File: config.mk
export PLATFORM = sky130hd
export DESIGN_NAME = psm_ctrl
export DESIGN_NICKNAME = d
export VERILOG_FILES = /design/src/psm_pkg.sv /design/src/psm_ctrl.sv
export VERILOG_INCLUDE_DIRS = /design/src
export SDC_FILE = /design/constraint.sdc
export NUM_CORES = 1
export LEC_CHECK = 0
export BUFFER_PORTS_ARGS = -buffer_cell sky130_fd_sc_hd__buf_2
export CAP_MARGIN = 20
export CELL_PAD_IN_SITES_DETAIL_PLACEMENT = 1
export CELL_PAD_IN_SITES_GLOBAL_PLACEMENT = 2
export CORE_MARGIN = 4
export CORE_UTILIZATION = 26
export CTS_CLUSTER_SIZE = 40
export DETAILED_ROUTE_END_ITERATION = 10
export PLACE_DENSITY_LB_ADDON = 0.3
export RECOVER_POWER = 25
export SYNTH_ARGS = -nofsm -noshare
export SYNTH_HDL_FRONTEND = slang
export SYNTH_SLANG_ARGS = --single-unit
File: constraint.sdc
create_clock -name core_clk -period 2 [get_ports core_clk]
set_clock_uncertainty 0.15 [all_clocks]
set_input_delay 0.1 -clock core_clk [delete_from_list [all_inputs] [get_ports core_clk]]
set_output_delay 0.1 -clock core_clk [all_outputs]
set_load 0.01 [all_outputs]
File: src/psm_defines.svh
// What this block does
// - sleep and idle are entered only by the power-save instruction
// - sleep stops clocks and halts execution until a wake-up event
// - idle halts the cpu while peripheral clocks keep running
// - enabled interrupt, watchdog time-out or any reset ends sleep or idle
// - sleep shuts down the system clock source and the on-chip oscillator
// - fail-safe clock monitor is off throughout sleep
// - low-power rc clock keeps running in sleep when watchdog is enabled
// - watchdog counter is cleared just before sleep when watchdog is enabled
// - system-clocked peripherals are off in sleep; external-clock ones may run
// - after sleep, execution resumes on the clock source active at entry
// - next oscillator select bits 10:8 are writable only while unlocked
// - bit 3 turns the serial port off, bit 0 the converter
// - bit 2 turns can two off, bit 1 can one off
// - converter off forces analog pin select bits ignored, pins digital
`ifndef PSM_DEFINES_SVH
`define PSM_DEFINES_SVH

`define PSM_ADR_OSC     8'h00
`define PSM_ADR_PMD     8'h04
`define PSM_ADR_STAT    8'h08

`define PSM_NEXT_OSC_HI 10
`define PSM_NEXT_OSC_LO 8
`define PSM_COSC_HI     14
`define PSM_COSC_LO     12
`define PSM_LOCK_BIT    7

`define PSM_PMD_ADC     0
`define PSM_PMD_CAN1    1
`define PSM_PMD_CAN2    2
`define PSM_PMD_SPI     3
`define PSM_NUM_PERIPH  4

`define PSM_ST_WAKE_IRQ 4
`define PSM_ST_WAKE_WDT 5
`define PSM_ST_WDT_EN   6
`define PSM_ST_LOCK     7

`define PSM_PMD_RST     16'h0000
`define PSM_OSC_RST     3'h0
`define PSM_OP_SLEEP    1'h0
`define PSM_OP_IDLE     1'h1

`endif

File: src/psm_pkg.sv
package psm_pkg;

   typedef enum logic [1:0] {
      st_run   = 2'b00,
      st_idle  = 2'b01,
      st_prep  = 2'b10,
      st_sleep = 2'b11
   } psm_state_e;

   typedef logic [2:0] psm_osc_t;

   typedef struct packed {
      logic        cyc;
      logic        stb;
      logic        we;
      logic [7:0]  adr;
      logic [3:0]  sel;
      logic [31:0] dat;
   } psm_wb_req_s;

   typedef struct packed {
      logic        ack;
      logic [31:0] dat;
   } psm_wb_rsp_s;

   typedef struct packed {
      logic cpu_run;
      logic sys_clk_en;
      logic osc_on;
      logic fscm_en;
      logic low_power_rc_clock_en;
      logic wdt_clear;
      logic periph_run;
   } psm_clk_ctl_s;

endpackage

File: src/psm_ctrl.sv
// Design decisions made here: the address map and the Wishbone register port.
`include "psm_defines.svh"

module psm_ctrl (
   input  wire logic                 core_clk,
   input  wire logic                 rst_b,
   input  wire psm_pkg::psm_wb_req_s wb_req,
   output psm_pkg::psm_wb_rsp_s      wb_rsp,
   input  wire logic                 power_save_instruction,
   input  wire logic                 power_save_operand,
   input  wire logic                 irq_wake,
   input  wire logic                 wdt_timeout_pin,
   input  wire logic                 wdt_enabled,
   input  wire logic                 clk_cfg_locked,
   input  wire logic [15:0]          analog_pin_select,
   output psm_pkg::psm_clk_ctl_s     clk_ctl,
   output psm_pkg::psm_osc_t         osc_active,
   output logic [3:0]                periph_clk_en,
   output logic [3:0]                periph_hold,
   output logic [15:0]               pin_analog_mode
);
   import psm_pkg::*;

   psm_state_e  st_q;
   psm_state_e  next_st;
   psm_osc_t    next_oscillator_select;
   psm_osc_t    cur_osc_q;
   psm_osc_t    sleep_osc_q;
   logic [15:0] pmd_q;
   logic        wake_irq_q;
   logic        wake_wdt_q;
   logic        ack_q;
   logic [31:0] rdat_q;
   logic        wdt_s1;
   logic        wdt_s2;
   logic        wdt_s3;
   logic        wdt_to;

   // watchdog time-out arrives from the rc clock domain
   always_ff @(posedge core_clk or negedge rst_b) begin
      if (!rst_b) begin
         wdt_s1 <= 1'b0;
         wdt_s2 <= 1'b0;
         wdt_s3 <= 1'b0;
         wdt_to <= 1'b0;
      end else begin
         wdt_s1 <= wdt_timeout_pin;
         wdt_s2 <= wdt_s1;
         wdt_s3 <= wdt_s2;
         if (wdt_s2 == wdt_s3) begin
            wdt_to <= wdt_s3;
         end
      end
   end

   // bus decode
   wire acc      = wb_req.cyc & wb_req.stb & ~ack_q;
   wire wr       = acc & wb_req.we;
   wire hit_osc  = wb_req.adr == `PSM_ADR_OSC;
   wire hit_pmd  = wb_req.adr == `PSM_ADR_PMD;
   wire hit_stat = wb_req.adr == `PSM_ADR_STAT;
   wire wr_osc   = wr & hit_osc & wb_req.sel[1];
   wire wr_pmd_l = wr & hit_pmd & wb_req.sel[0];
   wire wr_pmd_h = wr & hit_pmd & wb_req.sel[1];
   wire wr_stat  = wr & hit_stat & wb_req.sel[0];
   wire sel_wen  = wr_osc & ~clk_cfg_locked;

   // power-save sequencing
   wire halted    = (st_q == st_idle) | (st_q == st_sleep);
   wire wake      = irq_wake | wdt_to;
   wire req_sleep = power_save_instruction & (power_save_operand == `PSM_OP_SLEEP);
   wire req_idle  = power_save_instruction & (power_save_operand == `PSM_OP_IDLE);

   always_comb begin
      next_st = st_q;
      case (st_q)
         st_run: begin
            if (req_sleep) begin
               next_st = st_prep;
            end else if (req_idle) begin
               next_st = st_idle;
            end
         end
         // one cycle to clear the watchdog before the clocks stop
         st_prep: begin
            next_st = st_sleep;
         end
         st_idle, st_sleep: begin
            if (wake) begin
               next_st = st_run;
            end
         end
         default: begin
            next_st = st_run;
         end
      endcase
   end

   always_ff @(posedge core_clk or negedge rst_b) begin
      if (!rst_b) begin
         st_q <= st_run;
      end else begin
         st_q <= next_st;
      end
   end

   // oscillator selection; the switch itself is only allowed while running
   always_ff @(posedge core_clk or negedge rst_b) begin
      if (!rst_b) begin
         next_oscillator_select <= `PSM_OSC_RST;
         cur_osc_q              <= `PSM_OSC_RST;
         sleep_osc_q            <= `PSM_OSC_RST;
      end else begin
         if (sel_wen) begin
            next_oscillator_select <= wb_req.dat[`PSM_NEXT_OSC_HI:`PSM_NEXT_OSC_LO];
         end
         if (st_q == st_prep) begin
            sleep_osc_q <= cur_osc_q;
         end
         if (st_q == st_sleep && next_st == st_run) begin
            cur_osc_q <= sleep_osc_q;
         end else if (st_q == st_run) begin
            cur_osc_q <= next_oscillator_select;
         end
      end
   end

   // peripheral disable word and sticky wake causes; a new wake beats a clear
   always_ff @(posedge core_clk or negedge rst_b) begin
      if (!rst_b) begin
         pmd_q      <= `PSM_PMD_RST;
         wake_irq_q <= 1'b0;
         wake_wdt_q <= 1'b0;
      end else begin
         if (wr_pmd_l) begin
            pmd_q[7:0] <= wb_req.dat[7:0];
         end
         if (wr_pmd_h) begin
            pmd_q[15:8] <= wb_req.dat[15:8];
         end
         if (halted & irq_wake) begin
            wake_irq_q <= 1'b1;
         end else if (wr_stat & wb_req.dat[`PSM_ST_WAKE_IRQ]) begin
            wake_irq_q <= 1'b0;
         end
         if (halted & wdt_to) begin
            wake_wdt_q <= 1'b1;
         end else if (wr_stat & wb_req.dat[`PSM_ST_WAKE_WDT]) begin
            wake_wdt_q <= 1'b0;
         end
      end
   end

   // read mux
   wire [31:0] rd_osc = {17'h0_0000, cur_osc_q, 1'h0, next_oscillator_select,
                         clk_cfg_locked, 7'h00};
   wire [31:0] rd_pmd = {16'h0000, pmd_q};
   wire [31:0] rd_st  = {24'h00_0000, clk_cfg_locked, wdt_enabled, wake_wdt_q,
                         wake_irq_q, 2'h0, st_q};
   wire [31:0] rd_mux = hit_osc ? rd_osc :
                        hit_pmd ? rd_pmd :
                        hit_stat ? rd_st : 32'h0000_0000;

   // unmapped addresses are acknowledged and read as zero
   always_ff @(posedge core_clk or negedge rst_b) begin
      if (!rst_b) begin
         ack_q  <= 1'b0;
         rdat_q <= 32'h0000_0000;
      end else begin
         ack_q <= acc;
         if (acc) begin
            rdat_q <= rd_mux;
         end
      end
   end

   assign wb_rsp.ack = ack_q;
   assign wb_rsp.dat = rdat_q;

   // clock tree controls
   wire in_sleep = (st_q == st_sleep);
   assign clk_ctl.cpu_run    = (st_q == st_run);
   assign clk_ctl.sys_clk_en = ~in_sleep;
   assign clk_ctl.osc_on     = ~in_sleep;
   assign clk_ctl.fscm_en    = ~in_sleep;
   assign clk_ctl.low_power_rc_clock_en = ~in_sleep | wdt_enabled;
   assign clk_ctl.wdt_clear  = (st_q == st_prep) & wdt_enabled;
   assign clk_ctl.periph_run = ~in_sleep;
   assign osc_active         = cur_osc_q;

   // only system-clocked peripherals are gated here; external-clock ones are not ours
   genvar gi;
   generate
      for (gi = 0; gi < `PSM_NUM_PERIPH; gi = gi + 1) begin : g_periph
         assign periph_clk_en[gi] = ~in_sleep & ~pmd_q[gi];
         assign periph_hold[gi]   = pmd_q[gi];
      end
   endgenerate

   assign pin_analog_mode = pmd_q[`PSM_PMD_ADC] ? 16'h0000 : analog_pin_select;

   a_entry_by_instr:
   assert property (@(posedge core_clk) disable iff (!rst_b)
      (st_q == st_run ##1 st_q != st_run) |-> $past(power_save_instruction))
      else $error("low-power state entered without the instruction");

   a_run_holds:
   assert property (@(posedge core_clk) disable iff (!rst_b)
      (st_q == st_run && !power_save_instruction) |=> (st_q == st_run))
      else $error("run state left with no instruction pending");

   a_sleep_halts:
   assert property (@(posedge core_clk) disable iff (!rst_b)
      (st_q == st_sleep && !wake) |=> (st_q == st_sleep && !clk_ctl.cpu_run))
      else $error("sleep left without a wake-up event");

   a_prep_to_sleep:
   assert property (@(posedge core_clk) disable iff (!rst_b)
      (st_q == st_prep) |=> (in_sleep && !clk_ctl.cpu_run))
      else $error("prep cycle not followed by sleep");

   a_idle_periph:
   assert property (@(posedge core_clk) disable iff (!rst_b)
      (st_q == st_run && req_idle) |=> (!clk_ctl.cpu_run && clk_ctl.periph_run))
      else $error("idle did not halt cpu with peripherals running");

   a_idle_holds:
   assert property (@(posedge core_clk) disable iff (!rst_b)
      (st_q == st_idle && !wake) |=> (st_q == st_idle && clk_ctl.periph_run))
      else $error("idle left or peripherals stopped without a wake-up event");

   a_wake_exit:
   assert property (@(posedge core_clk) disable iff (!rst_b)
      (halted && (irq_wake || wdt_to)) |=> clk_ctl.cpu_run)
      else $error("wake-up event did not resume the cpu");

   a_osc_off:
   assert property (@(posedge core_clk) disable iff (!rst_b)
      (st_q == st_run && req_sleep) |=> ##1 (!clk_ctl.osc_on && !clk_ctl.sys_clk_en))
      else $error("oscillator still on in sleep");

   a_fscm_off:
   assert property (@(posedge core_clk) disable iff (!rst_b)
      in_sleep |-> !clk_ctl.fscm_en)
      else $error("fail-safe monitor active in sleep");

   a_rc_clock_kept:
   assert property (@(posedge core_clk) disable iff (!rst_b)
      (in_sleep && wdt_enabled) |-> clk_ctl.low_power_rc_clock_en)
      else $error("rc clock stopped with watchdog enabled");

   a_wdt_cleared:
   assert property (@(posedge core_clk) disable iff (!rst_b)
      (st_q == st_run && req_sleep && wdt_enabled) |=> clk_ctl.wdt_clear ##1 in_sleep)
      else $error("watchdog not cleared before sleep");

   a_periph_sleep:
   assert property (@(posedge core_clk) disable iff (!rst_b)
      in_sleep |-> (periph_clk_en == 4'h0))
      else $error("peripheral clock running in sleep");

   a_osc_restore:
   assert property (@(posedge core_clk) disable iff (!rst_b)
      (in_sleep && wake) |=> (clk_ctl.cpu_run && osc_active == $past(osc_active)))
      else $error("wake-up on a different clock source");

   a_osc_frozen:
   assert property (@(posedge core_clk) disable iff (!rst_b)
      (st_q == st_prep || in_sleep) |=> $stable(osc_active))
      else $error("clock source changed across sleep");

   a_lock_holds:
   assert property (@(posedge core_clk) disable iff (!rst_b)
      (wr_osc && clk_cfg_locked) |=> $stable(next_oscillator_select))
      else $error("oscillator select changed while locked");

   a_serial_off:
   assert property (@(posedge core_clk) disable iff (!rst_b)
      (wr_pmd_l && wb_req.dat[`PSM_PMD_SPI]) |=>
         (periph_hold[`PSM_PMD_SPI] && !periph_clk_en[`PSM_PMD_SPI]))
      else $error("serial port still running with its disable bit set");

   a_can_one_off:
   assert property (@(posedge core_clk) disable iff (!rst_b)
      (wr_pmd_l && wb_req.dat[`PSM_PMD_CAN1]) |=>
         (periph_hold[`PSM_PMD_CAN1] && !periph_clk_en[`PSM_PMD_CAN1]))
      else $error("can one still running with its disable bit set");

   a_can_two_off:
   assert property (@(posedge core_clk) disable iff (!rst_b)
      (wr_pmd_l && wb_req.dat[`PSM_PMD_CAN2]) |=>
         (periph_hold[`PSM_PMD_CAN2] && !periph_clk_en[`PSM_PMD_CAN2]))
      else $error("can two still running with its disable bit set");

   a_periph_enable:
   assert property (@(posedge core_clk) disable iff (!rst_b)
      (wr_pmd_l && st_q == st_run && wb_req.dat[3:0] == 4'h0) |=>
         (periph_clk_en == 4'hF && periph_hold == 4'h0))
      else $error("peripheral still gated after its disable bit was cleared");

   a_adc_digital:
   assert property (@(posedge core_clk) disable iff (!rst_b)
      (wr_pmd_l && wb_req.dat[`PSM_PMD_ADC]) |=> (pin_analog_mode == 16'h0000))
      else $error("analog pins active with converter off");

   a_adc_analog:
   assert property (@(posedge core_clk) disable iff (!rst_b)
      (wr_pmd_l && !wb_req.dat[`PSM_PMD_ADC]) |=> (pin_analog_mode == analog_pin_select))
      else $error("analog pin select ignored with converter on");

endmodule

### Word level (Yosys, flattened, before mapping)

Index checks and enable logic that the tools add are counted.
Widths: inputs -> output; s select.

* flip-flop bits (word level): 66
* output and inout port bits: 67

* equal/unequal tests: 6
* mux-type cells: 14
* bitwise gates (word level): 33
* reductions and logical operators: 8

Operators by type and width (number)
* $mux 16: 3
* $and 1x1->1: 22
* $eq 8x3->1 const B: 1
* $eq 8x4->1 const B: 1
* $logic_not 8->1: 1
* $mux 8: 1
* $not 1->1: 8
* $mux 2: 3
* $mux 3: 2
* $pmux 2 s3: 1
* $reduce_bool 2->1: 3
* $eq 2x2->1 const B: 2
* $logic_not 2->1: 2
* $mux 1: 4
* $or 1x1->1: 3
* $eq 2x1->1 const B: 1
* $reduce_or 2->1: 1
* $eq 1x1->1: 1
* $logic_and 1x1->1: 1

### Longest topological paths before layout

Gate-level depths: netlist of the first run.

* depth after elaboration: 8
* depth in mapped cells: 4

### Worst setup path after synthesis of the first run

Ideal clock, no wire load.

* kind: register -> register
* start: reg ack_q
* end: reg next_oscillator_select[0]
* library setup time: 0.125 ns
* arrival: 1.347 ns
* path slack: 0.379 ns
* cell stages (with the launch flop): 5
* path through: dfrtp_1 and4b_1 clkbuf_1 nand4_1 mux2_2

* longest elaborated chain between the ends: 6

RTL lines
* start, declared: line psm_ctrl.sv:32 `logic ack_q;`
* start signal, assigned: line psm_ctrl.sv:167 `ack_q <= 1'b0;`
* start signal, assigned: line psm_ctrl.sv:170 `ack_q <= acc;`
* $not 1->1: line psm_ctrl.sv:57 `wire acc = wb_req.cyc & wb_req.stb & ~ack_q;`
* $and 1x1->1: line psm_ctrl.sv:57
* $and 1x1->1: line psm_ctrl.sv:58 `wire wr = acc & wb_req.we;`
* $and 1x1->1 (2 in a row): line psm_ctrl.sv:62 `wire wr_osc = wr & hit_osc & wb_req.sel[1];`
* $and 1x1->1: line psm_ctrl.sv:66 `wire sel_wen = wr_osc & ~clk_cfg_locked;`
* end signal, assigned: line psm_ctrl.sv:110 `` next_oscillator_select <= `PSM_OSC_RST; ``
* end signal, assigned: line psm_ctrl.sv:115 `` next_oscillator_select <= wb_req.dat[`PSM_NEXT_OSC_HI:`PSM_NEXT_OSC_LO]; ``
* end, declared: line psm_ctrl.sv:26 `psm_osc_t next_oscillator_select;`

Every way passes these cells.
A chain may end at the register's enable or synchronous reset.

### Final worst setup path of the first run

* start: reg st_q[0]
* end: reg st_q[1]

* longest elaborated chain between the ends: 3
* elaborated cells between the ends (all ways): 6
* classes of those cells: eq/ne (3); mux (1); reduce/logical (2)

RTL lines
* start, declared: line psm_ctrl.sv:24 `psm_state_e st_q;`
* start signal, assigned: line psm_ctrl.sv:101 `st_q <= st_run;`
* start signal, assigned: line psm_ctrl.sv:103 `st_q <= next_st;`
* $eq 2x2->1 / $eq 2x1->1 (equally long branches): line psm_ctrl.sv:76 `case (st_q)`
* $reduce_or 2->1: line psm_ctrl.sv:76
* $pmux 2 s3 (*): line psm_ctrl.sv:76
* net next_st[1]: line psm_ctrl.sv:25 `psm_state_e next_st;`

The timed path passes the listed nets; every way through them passes the cells marked *.

==> results.md, run 1 <==
- Status: complete, no violations
- Site Rows: 35
- Hold Path Class: input port to register
- Critical path class: register to register
- Sequential area share after synthesis: about 51%
- Cts bufs inserted: 5
- Post-DP HPWL: around 5.3 mm
- Final Power: between 0.002 and 0.0025 W
- Sink Count: 50
- Seq cells post-synth: 50
- Setup TNS after final layout: 0 ps
- Post-layout nets: 408
- Peak VDD IR: around 0.3 mV
- Antenna Nets Post-Route: 0
- Skew-Pair Late Insertion Delay: approximately 300 ps
- Req. time, crit path: ~2000 ps
- Setup Fix Bufs, Post-CTS: 0
- Slew headroom: a little over two fifths
- Worst Max-Slew Pin Slew: 858 ps
- Root Buffer: clkbuf_8
- Initial core utilization: 26.6%
- Post-Syn Instances: around 220
- Prevailing post-synth register cell: dfrtp_1
- First-pass GRT wire length: between 10 and 15 mm
- Syn avg cell area: approximately 11 um2
- Initial antenna violation count: 0
- Wire per inst: around 14 um
- Startpoint types: register
- WL final: 6.73 mm
- Post-Synthesis Cell Area: 2460 um2
- Placed cell count: roughly 440
- PortBufs: between 100 and 150
- Cell with the most instances after synthesis: dfrtp_1
- Unique cell type count in the Yosys netlist: 32
- Placed Instance Area: roughly 3000 um2
- CTS H-tree lvls: 2
- CTS tree: yes
- Period utilisation layout: between 90 and 100%
- Final Hold Vio Count: 0
- Layout cells sized above 1: a little over two fifths
- Slew Limit Fails: 0
- Share of the synthesized area in the top cell type: about 51%
- Min Tclk post-route: about 1800 ps
- Post-layout util: a little over a third
- Pwr/cell area: between 600 and 700 nW/um2
- DRC violations left: 0
- Reg clk slew, reported paths: approximately 90 ps
- Leading area contributor after synthesis: dfrtp_1
- Leakage: roughly 1.7 nW
- # setup viols final: 0
- RSZ-0062 raised after global routing: false
- Vias in the first global route: 2,079
- Die H: between 100 and 150 um
- Synth top area cells: dfrtp_1 51%, mux2_2 10%, buf_4 7.3%
- Filler cell count: ~1.1k
- Yosys warnings: 0
- All-Layer GR Usage: roughly 12%
- Clock buffer depth: 2
- Arr. time, crit path: about 1800 ps
- Fin cells: 467
- Synth cell count leaders: 50 x dfrtp_1, 24 x buf_4, 22 x mux2_2
- 1st-pass router iterations: 4
- CP Max Fanout: 9
- Asr flop ratio synth: 100%
- Overflow after GRT: 0
- Achievable Freq: ~550 MHz
- Post-synth EDFFs: 0
- Via count: just over 2k
- Die area: between 10,000 and 15,000 um2
- I/O pin count: 138
- Syn-to-layout area delta: 35.8%
- GP Congestion: around 0.79
- Largest net degree at the start of global routing: 34
- # diodes: 0
- Final Cell Area: ~3300 um2
- Via-to-Cell Ratio: between 4 and 5
- Core Area: roughly 9200 um2
- CP Capture Type: register
- Total of max-cap violations: 0
- First DRT Iteration DRCs: 85
- Chip width: ~110 um
[state kept, by name (all words and copies together) (netlist names)]
register	count
pmd_q	16
rdat_q	16
next_oscillator_select	3
osc_active	3
sleep_osc_q	3
st_q	2
ack_q	1
wake_irq_q	1
wake_wdt_q	1
wdt_s1	1
wdt_s2	1
wdt_s3	1
wdt_to	1
[kinds of logic after synthesis]
group                      synth area share (%)
and+or+nand+nor                            16.1
DFF                                        50.9
AOI/OAI and AO/OA                          11.1
buffers and inverters                      8.90
muxes                                      12.5
adders and majority gates                 0.407
other                                     0.152
[stage by stage]
stage / hold WS (ps) / worst slack (ps)
floorplan: -346 / 379
global placement: -174 / 302
detailed placement: -172 / 293
CTS: 29.9 / 87.9
global route: 91.3 / 95.4
finish: 70.3 / 195
[power by group]
part	leakage, nW	internal (W)	switching (W)	total, W
sequential	0.673	0.00104	0.0000664	0.00111
combinational	1.01	0.000232	0.000291	0.000523
clock	0.0482	0.000280	0.000324	0.000603
[layout make-up]
cell class                      instances  area (um2)  area share, %
Clock buffer                            7        86.3           2.59
Clock inverter                          1        5.00          0.150
Inverter                                2        7.51          0.225
Multi-Input combinational cell        146        1050           31.3
Sequential cell                        50        1250           37.5
Tap cell                              129         161           4.83
Timing Repair Buffer                  132         781           23.4
[final timing paths]
check,start,slack [ps],depth (start not counted),end
worst max-delay path,st_q[0]$_DFF_PN0_,200,4,st_q[1]$_DFF_PN0_
worst min register to register,wdt_s1$_DFF_PN0_,210,0,wdt_s2$_DFF_PN0_
min in group asynchronous,rst_b,140,2,pmd_q[10]$_DFFE_PN0P_
worst min-delay path,wdt_enabled,70,3,rdat_q[6]$_DFFE_PN0N_
max in group asynchronous,rst_b,410,3,next_oscillator_select[0]$_DFFE_PN0P_
worst max register to register,st_q[0]$_DFF_PN0_,200,4,st_q[1]$_DFF_PN0_
[repair_timing]
action                                  CTS  global route
endpoints found under the hold margin    73             0
endpoints found under the setup margin    0             1
resized for setup                         0             1
hold buffers                             22             0
[metal layers]
| layer | routed length, um | global-route usage (%) | up-vias |
|---|---|---|---|
| li1 | - | - | 960 |
| met1 | 2760 | 15.2 | 1003 |
| met2 | 3350 | 20.0 | 69 |
| met3 | 555 | 3.92 | 8 |
| met4 | 69 | 3.00 | 0 |
| met5 | 0 | 0 | - |
[cells in the final DEF (no fill, tap or decap), types with 6 or more instances in the layout]
cell type	netlist	final
mux2_2	22	22
o31ai_1	12	12
buf_2	1	102
nor2b_1	21	21
mux2i_1	6	6
clkbuf_8	0	6
conb_1	1	16
dlygate4sd3_1	0	22
dfrtp_1	50	49
nand2_1	20	20
[worst max-delay path: stages (launching register included)]
cell,delay (ps)
dfrtp_2,460
buf_4,180
o21ai_0,120
a22o_1,240
dlygate4sd3_1,550
No activity file was read; power rests on OpenSTA's default activity.
==> inputs of run 2 (changes only) <==
--- a/config.mk
+++ b/config.mk
@@ -8,10 +8,11 @@
 export LEC_CHECK = 0
 export BUFFER_PORTS_ARGS = -buffer_cell sky130_fd_sc_hd__buf_2
 export CAP_MARGIN = 20
-export CELL_PAD_IN_SITES_DETAIL_PLACEMENT = 1
-export CELL_PAD_IN_SITES_GLOBAL_PLACEMENT = 2
+export CELL_PAD_IN_SITES_DETAIL_PLACEMENT = 0
+export CELL_PAD_IN_SITES_GLOBAL_PLACEMENT = 1
+export CORE_ASPECT_RATIO = 0.9
 export CORE_MARGIN = 4
-export CORE_UTILIZATION = 26
+export CORE_UTILIZATION = 32
 export CTS_CLUSTER_SIZE = 40
 export DETAILED_ROUTE_END_ITERATION = 10
 export PLACE_DENSITY_LB_ADDON = 0.3
@@ -19,3 +20,4 @@
 export SYNTH_ARGS = -nofsm -noshare
 export SYNTH_HDL_FRONTEND = slang
 export SYNTH_SLANG_ARGS = --single-unit
+export TNS_END_PERCENT = 30
==> run 2 against run 1 <==
  * Power grew 5.0%
  * Flip-flop and latch count stayed put
  * Clock power increased by 21%
  * Register-to-register slack better by 100 ps
  * Non-clock buffer count is 1 lower
  * Utilization increased by 7.9 points
  * Cell count shrank 7.5%
  * Fmax up 5.7%
  * Sequential power barely moved
  * Via count fell by 3.4%
  * Global-route usage grew 1.1 points
  * Final area fell by 0.94%
==> results.md, run 2 (synthesis results as in run 1) <==
- CP startpoint: st_q[1]$_DFF_PN0_
- Overflow after GRT: 0
- Post-layout nets: roughly 400
- I/O pin count: between 100 and 150
- RSZ-0062 raised after global routing: false
- Pwr/cell area: between 700 and 800 nW/um2
- Final setup margin: approximately 290 ps
- Reg clk slew, reported paths: approximately 90 ps
- Hold path cells: 3
- # setup viols final: 0
- Slew headroom: approximately a third
- Setup TNS after final layout: 0 ps
- # diodes: 0
- CP Capture Type: primary output
- Worst Max-Slew Pin Slew: between 900 and 1000 ps
- Wire per inst: 14.1 um
- Site Rows: 30
- PortBufs: just over 100
- Hold Path Class: input port to register
- CP Max Fanout: 11
- Clock buffer depth: 2
- Via-to-Cell Ratio: about 4.6
- Hold Crit Start: wdt_enabled
- Status: complete, no violations
- Startpoint types: register
- Die H: 91.2 um
- Antenna Nets Post-Route: 0
- First DRT Iteration DRCs: 30
- First-pass GRT wire length: just under 10 mm
- Die area: roughly 9200 um2
- Worst reg-to-reg path cell count: 3
- Arr. time, crit path: roughly 1500 ps
- Final Hold Vio Count: 0
- Leakage: approximately 1.7 nW
- CP Cell Sequence: nor2_1 -> buf_2
- Initial core utilization: between 30% and 40%
- Crit path max-delay cell type: dfrtp_1
- Filler cell count: 751
- DRC violations left: 0
- Min Tclk post-route: ~1700 ps
- Largest net degree at the start of global routing: 34
- Commonest non-fill, non-tap cells in the layout: 97 x buf_2, 50 x dfrtp_1, 22 x mux2_2, 22 x dlygate4sd3_1, 21 x nor2b_1
- Vias in the first global route: 1,920
- Setup Fix Bufs, Post-CTS: 0
- Post-layout util: approximately 44%
- Largest regs: pmd_q: 16 flops, rdat_q: 16 flops
- Critical path class: register to primary output
- CTS tree: yes
- Slew Limit Fails: 0
- Syn-to-layout area delta: 34.5%
- Peak VDD IR: just over 0.4 mV
- RR Startpoint: ack_q$_DFF_PN0_
- Achievable Freq: 586 MHz
- GP Congestion: ~0.77
- Hold slack: ~17 ps
- CTS H-tree lvls: 2
- Total of max-cap violations: 0
- Skew-Pair Late Insertion Delay: roughly 300 ps
- WL final: 6.09 mm
- Layout cells sized above 1: between 40% and 50%
- Root Buffer: clkbuf_8
- Commonest non-fill, non-tap cell in the layout: buf_2
- Sink Count: 50
- Cts bufs inserted: 5
- All-Layer GR Usage: 13.2%
- Core Area: 7510 um2
- Via count: just under 2k
- Period utilisation layout: 85.4%
- CP peak stage delay: approximately 530 ps
- 1st-pass router iterations: 4
- Initial antenna violation count: 0
- Req. time, crit path: about 1800 ps
- Pre-CTS WS: about 290 ps
- Post-DP HPWL: roughly 4.6 mm
- Chip width: between 100 and 150 um
## run 2: path summary, 6_finish.rpt
| path | slack, ps | endpoint |
|---|---|---|
| worst min-delay path | 20 | rdat_q[6]$_DFFE_PN0N_ |
| max in group asynchronous | 480 | rdat_q[8]$_DFFE_PN0N_ |
| worst min register to register | 210 | wdt_s2$_DFF_PN0_ |
| worst max register to register | 300 | next_oscillator_select[2]$_DFFE_PN0P_ |
| worst max-delay path | 290 | clk_ctl[6] |
| min in group asynchronous | 330 | sleep_osc_q[1]$_DFFE_PN0N_ |
## run 2: stage by stage
step	instances	area, um2	total power [W]
detailed placement	403	2990	0.00161
CTS	432	3320	0.00238
global route	432	3310	0.00248
global placement	403	2990	0.00161
finish	432	3310	0.00235
floorplan	230	2520	0.00141
## run 2: per-layer routing
layer | wire (um) | GRT usage [%] | vias up | part of all wire (%)
met3 | 473 | 3.53 | 4 | 7.8
met5 | 0 | 0 | - | 0
met2 | 2890 | 21.5 | 72 | 47
met1 | 2690 | 17.6 | 935 | 44
met4 | 34 | 2.69 | 0 | 0.56
li1 | - | - | 959 | -
## run 2: cell type report
class,instances,area (um2),area share (%)
flip-flops and latches,50,1250,37.8
well taps,96,120,3.63
clock inverters,1,30.0,0.908
inverters,2,7.51,0.227
repair buffers,131,771,23.3
multi-input cells,146,1050,31.6
clock buffers,6,82.6,2.50
## run 2: where the power goes
group	internal, W	switching, W
Clock	0.000401	0.000327
Combinational	0.000232	0.000297
Sequential	0.00104	0.0000497
## run 2: worst max-delay path, delay by kind of cell, from the launching register on
kind                   cells  cell delay [ps]
DFF                        1              530
and+or+nand+nor            1              420
buffers and inverters      1              220
## run 2: repair_timing
item / CTS / global route
hold endpoints to repair: 51 / 0
hold buffers: 22 / 0
gates resized for setup: 0 / 0
setup endpoints to repair: 0 / 0
==> inputs of run 3 (changes only) <==
--- a/config.mk
+++ b/config.mk
@@ -17,6 +17,7 @@
 export DETAILED_ROUTE_END_ITERATION = 10
 export PLACE_DENSITY_LB_ADDON = 0.3
 export RECOVER_POWER = 25
+export SETUP_SLACK_MARGIN = 0.4
 export SYNTH_ARGS = -nofsm -noshare
 export SYNTH_HDL_FRONTEND = slang
 export SYNTH_SLANG_ARGS = --single-unit
==> run 3 against run 2 <==
  * Sequential share of layout area barely moved
  * Routed wire length fell by 1.9%
  * Critical path depth rose by 1
  * Fmax rose by 6.6%
  * Combinational power fell by 2%
  * Register-to-register slack improved by 99 ps
  * Count of clock-buffer cells in the layout fell by 1
  * Utilization rose by 0.13 points
  * Highest routed layer unchanged
==> results.md, run 3 (synthesis results as in run 1) <==
- Final Hold Vio Count: 0
- # setup viols final: 0
- Clock buffer depth: 2
- NetSw: 0.000682 W
- Site Rows: 30
- CP Max Fanout: 4
- Via count: ~2.0k
- DRC violations left: 0
- Crit path max-delay cell type: dfrtp_1
- Via-to-Cell Ratio: ~4.5
- Cts bufs inserted: 5
- Sink Count: 50
- CTS tree: yes
- Arr. time, crit path: roughly 1600 ps
- Core Area: roughly 7500 um2
- Die area: just over 9000 um2
- Clock network fraction of total power: between 30% and 40%
- PortBufs: 103
- Root Buffer: clkbuf_8
- Startpoint types: register
- Worst Max-Slew Pin Slew: approximately 650 ps
- Initial core utilization: roughly a third
- Antenna Nets Post-Route: 0
- Wire per inst: 13.8 um
- First-pass GRT wire length: ~9.4 mm
- Post-layout nets: around 400
- GP Congestion: between 0.8 and 0.9
- Slew headroom: a little under three fifths
- 1st-pass router iterations: 4
- Total of max-cap violations: 0
- Setup Fix Bufs, Post-CTS: 0
- WL final: 5.97 mm
- Reg clk slew, reported paths: roughly 90 ps
- Post-layout util: between 40% and 50%
- Leakage: 1.75 nW
- Critical path class: register to register
- Int Power: roughly 0.0016 W
- Slew Limit Fails: 0
- CP Capture Type: register
- Largest net degree at the start of global routing: 34
- Syn-to-layout area delta: 34.9%
- Chip width: approximately 100 um
- Sw frac: between 20 and 30%
- Post-DP HPWL: around 4.6 mm
- Seq pwr share: between 40% and 50%
- First DRT Iteration DRCs: between 50 and 60
- CP Cell Sequence: and4b_2 -> nand4_1 -> mux2_2
- Die H: approximately 90 um
- Filler cell count: 765
- Vias in the first global route: 1,959
- Layout cells sized above 1: between 40% and 50%
- Largest regs: pmd_q: 16 flops, rdat_q: 16 flops
- Peak VDD IR: about 0.41 mV
- RSZ-0062 raised after global routing: true
- I/O pin count: 138
- Min Tclk post-route: between 1500 and 2000 ps
- Setup TNS after final layout: 0 ps
- Period utilisation layout: between 80% and 90%
- Initial antenna violation count: 0
- CTS H-tree lvls: 2
- Status: complete, no violations
- All-Layer GR Usage: 12.9%
- Commonest non-fill, non-tap cell in the layout: buf_2
- Gate power share: between 20 and 25%
- Achievable Freq: approximately 620 MHz
- Commonest non-fill, non-tap cells in the layout: 102 x buf_2, 48 x dfrtp_1, 22 x mux2_2
- Skew-Pair Late Insertion Delay: roughly 300 ps
- Req. time, crit path: roughly 2000 ps
- Pwr/cell area: 700 nW/um2
- CP peak stage delay: just under 400 ps
- Final Power: 0.00232 W
- # diodes: 0
- Hold Path Class: input port to register
- Overflow after GRT: 0
## run 3: cell count changes in the layout (fill, tap and decap cells not counted), sizes merged
cell / before / now
clkinv: 0 / 1
dlygate4sd3: 22 / 21
clkbuf: 13 / 7
inv: 2 / 3
buf: 102 / 108
## run 3: metal layers
metal | part of all wire, % | up-vias | GRT usage [%]
li1 | - | 960 | -
met1 | 43 | 911 | 16.8
met2 | 48 | 77 | 21.1
met3 | 8.6 | 2 | 3.92
met4 | 0.23 | 0 | 2.47
met5 | 0 | - | 0
## run 3: worst max-delay path: cells and delay by family (launching register included)
family,cells,cell delay (ps)
DFF,1,390
and+or+nand+nor,2,620
muxes,1,340
## run 3: layout make-up
type                    count  area [um2]  area share, %
inverters                   2        7.51          0.226
flip-flops and latches     50        1250           37.8
clock inverters             3        43.8           1.32
clock buffers               5        68.8           2.07
well taps                  96         120           3.62
repair buffers            131         774           23.3
multi-input cells         146        1050           31.6
## run 3: through the flow
| stage | instance area (um2) | std cells | worst slack (ps) | hold slack (ps) |
|---|---|---|---|---|
| 3_5_place_dp | 2990 | 404 | 286 | -176 |
| 4_1_cts | 3320 | 433 | 378 | 23.9 |
| 2_1_floorplan | 2520 | 230 | 491 | -346 |
| 5_1_grt | 3320 | 433 | 229 | 94.6 |
| 3_3_place_gp | 2990 | 404 | 307 | -175 |
| 6_report | 3320 | 433 | 399 | 80.9 |
## run 3: final timing paths
kind                             startpoint                                     to  slack [ps]  depth (start not counted)
min                             wdt_enabled                  rdat_q[6]$_DFFE_PN0N_          80                          3
min in group asynchronous             rst_b              osc_active[2]$_DFFE_PN0P_         140                          2
max reg2reg                 ack_q$_DFF_PN0_  next_oscillator_select[1]$_DFFE_PN0P_         400                          3
max in group asynchronous             rst_b                   pmd_q[0]$_DFFE_PN0P_         480                          3
max                         ack_q$_DFF_PN0_  next_oscillator_select[1]$_DFFE_PN0P_         400                          3
min reg2reg                wdt_s1$_DFF_PN0_                       wdt_s2$_DFF_PN0_         220                          0
## run 3: power by group through the flow
stage / combinational (W) / clock [W] / sequential [W]
after floorplan: 0.000330 / 0 / 0.00108
after global placement: 0.000492 / 0 / 0.00111
after detailed placement: 0.000492 / 0 / 0.00111
after CTS: 0.000529 / 0.000735 / 0.00110
after global routing: 0.000577 / 0.000766 / 0.00111
final: 0.000518 / 0.000707 / 0.00110
## run 3: timing repair
| item | CTS | global route |
|---|---|---|
| resized for setup | 3 | 1 |
| pin swaps | 1 | 2 |
| hold buffers | 21 | 0 |
| setup endpoints to repair | 23 | 41 |
| endpoints found under the hold margin | 73 | 0 |
| gates cloned | 0 | 0 |
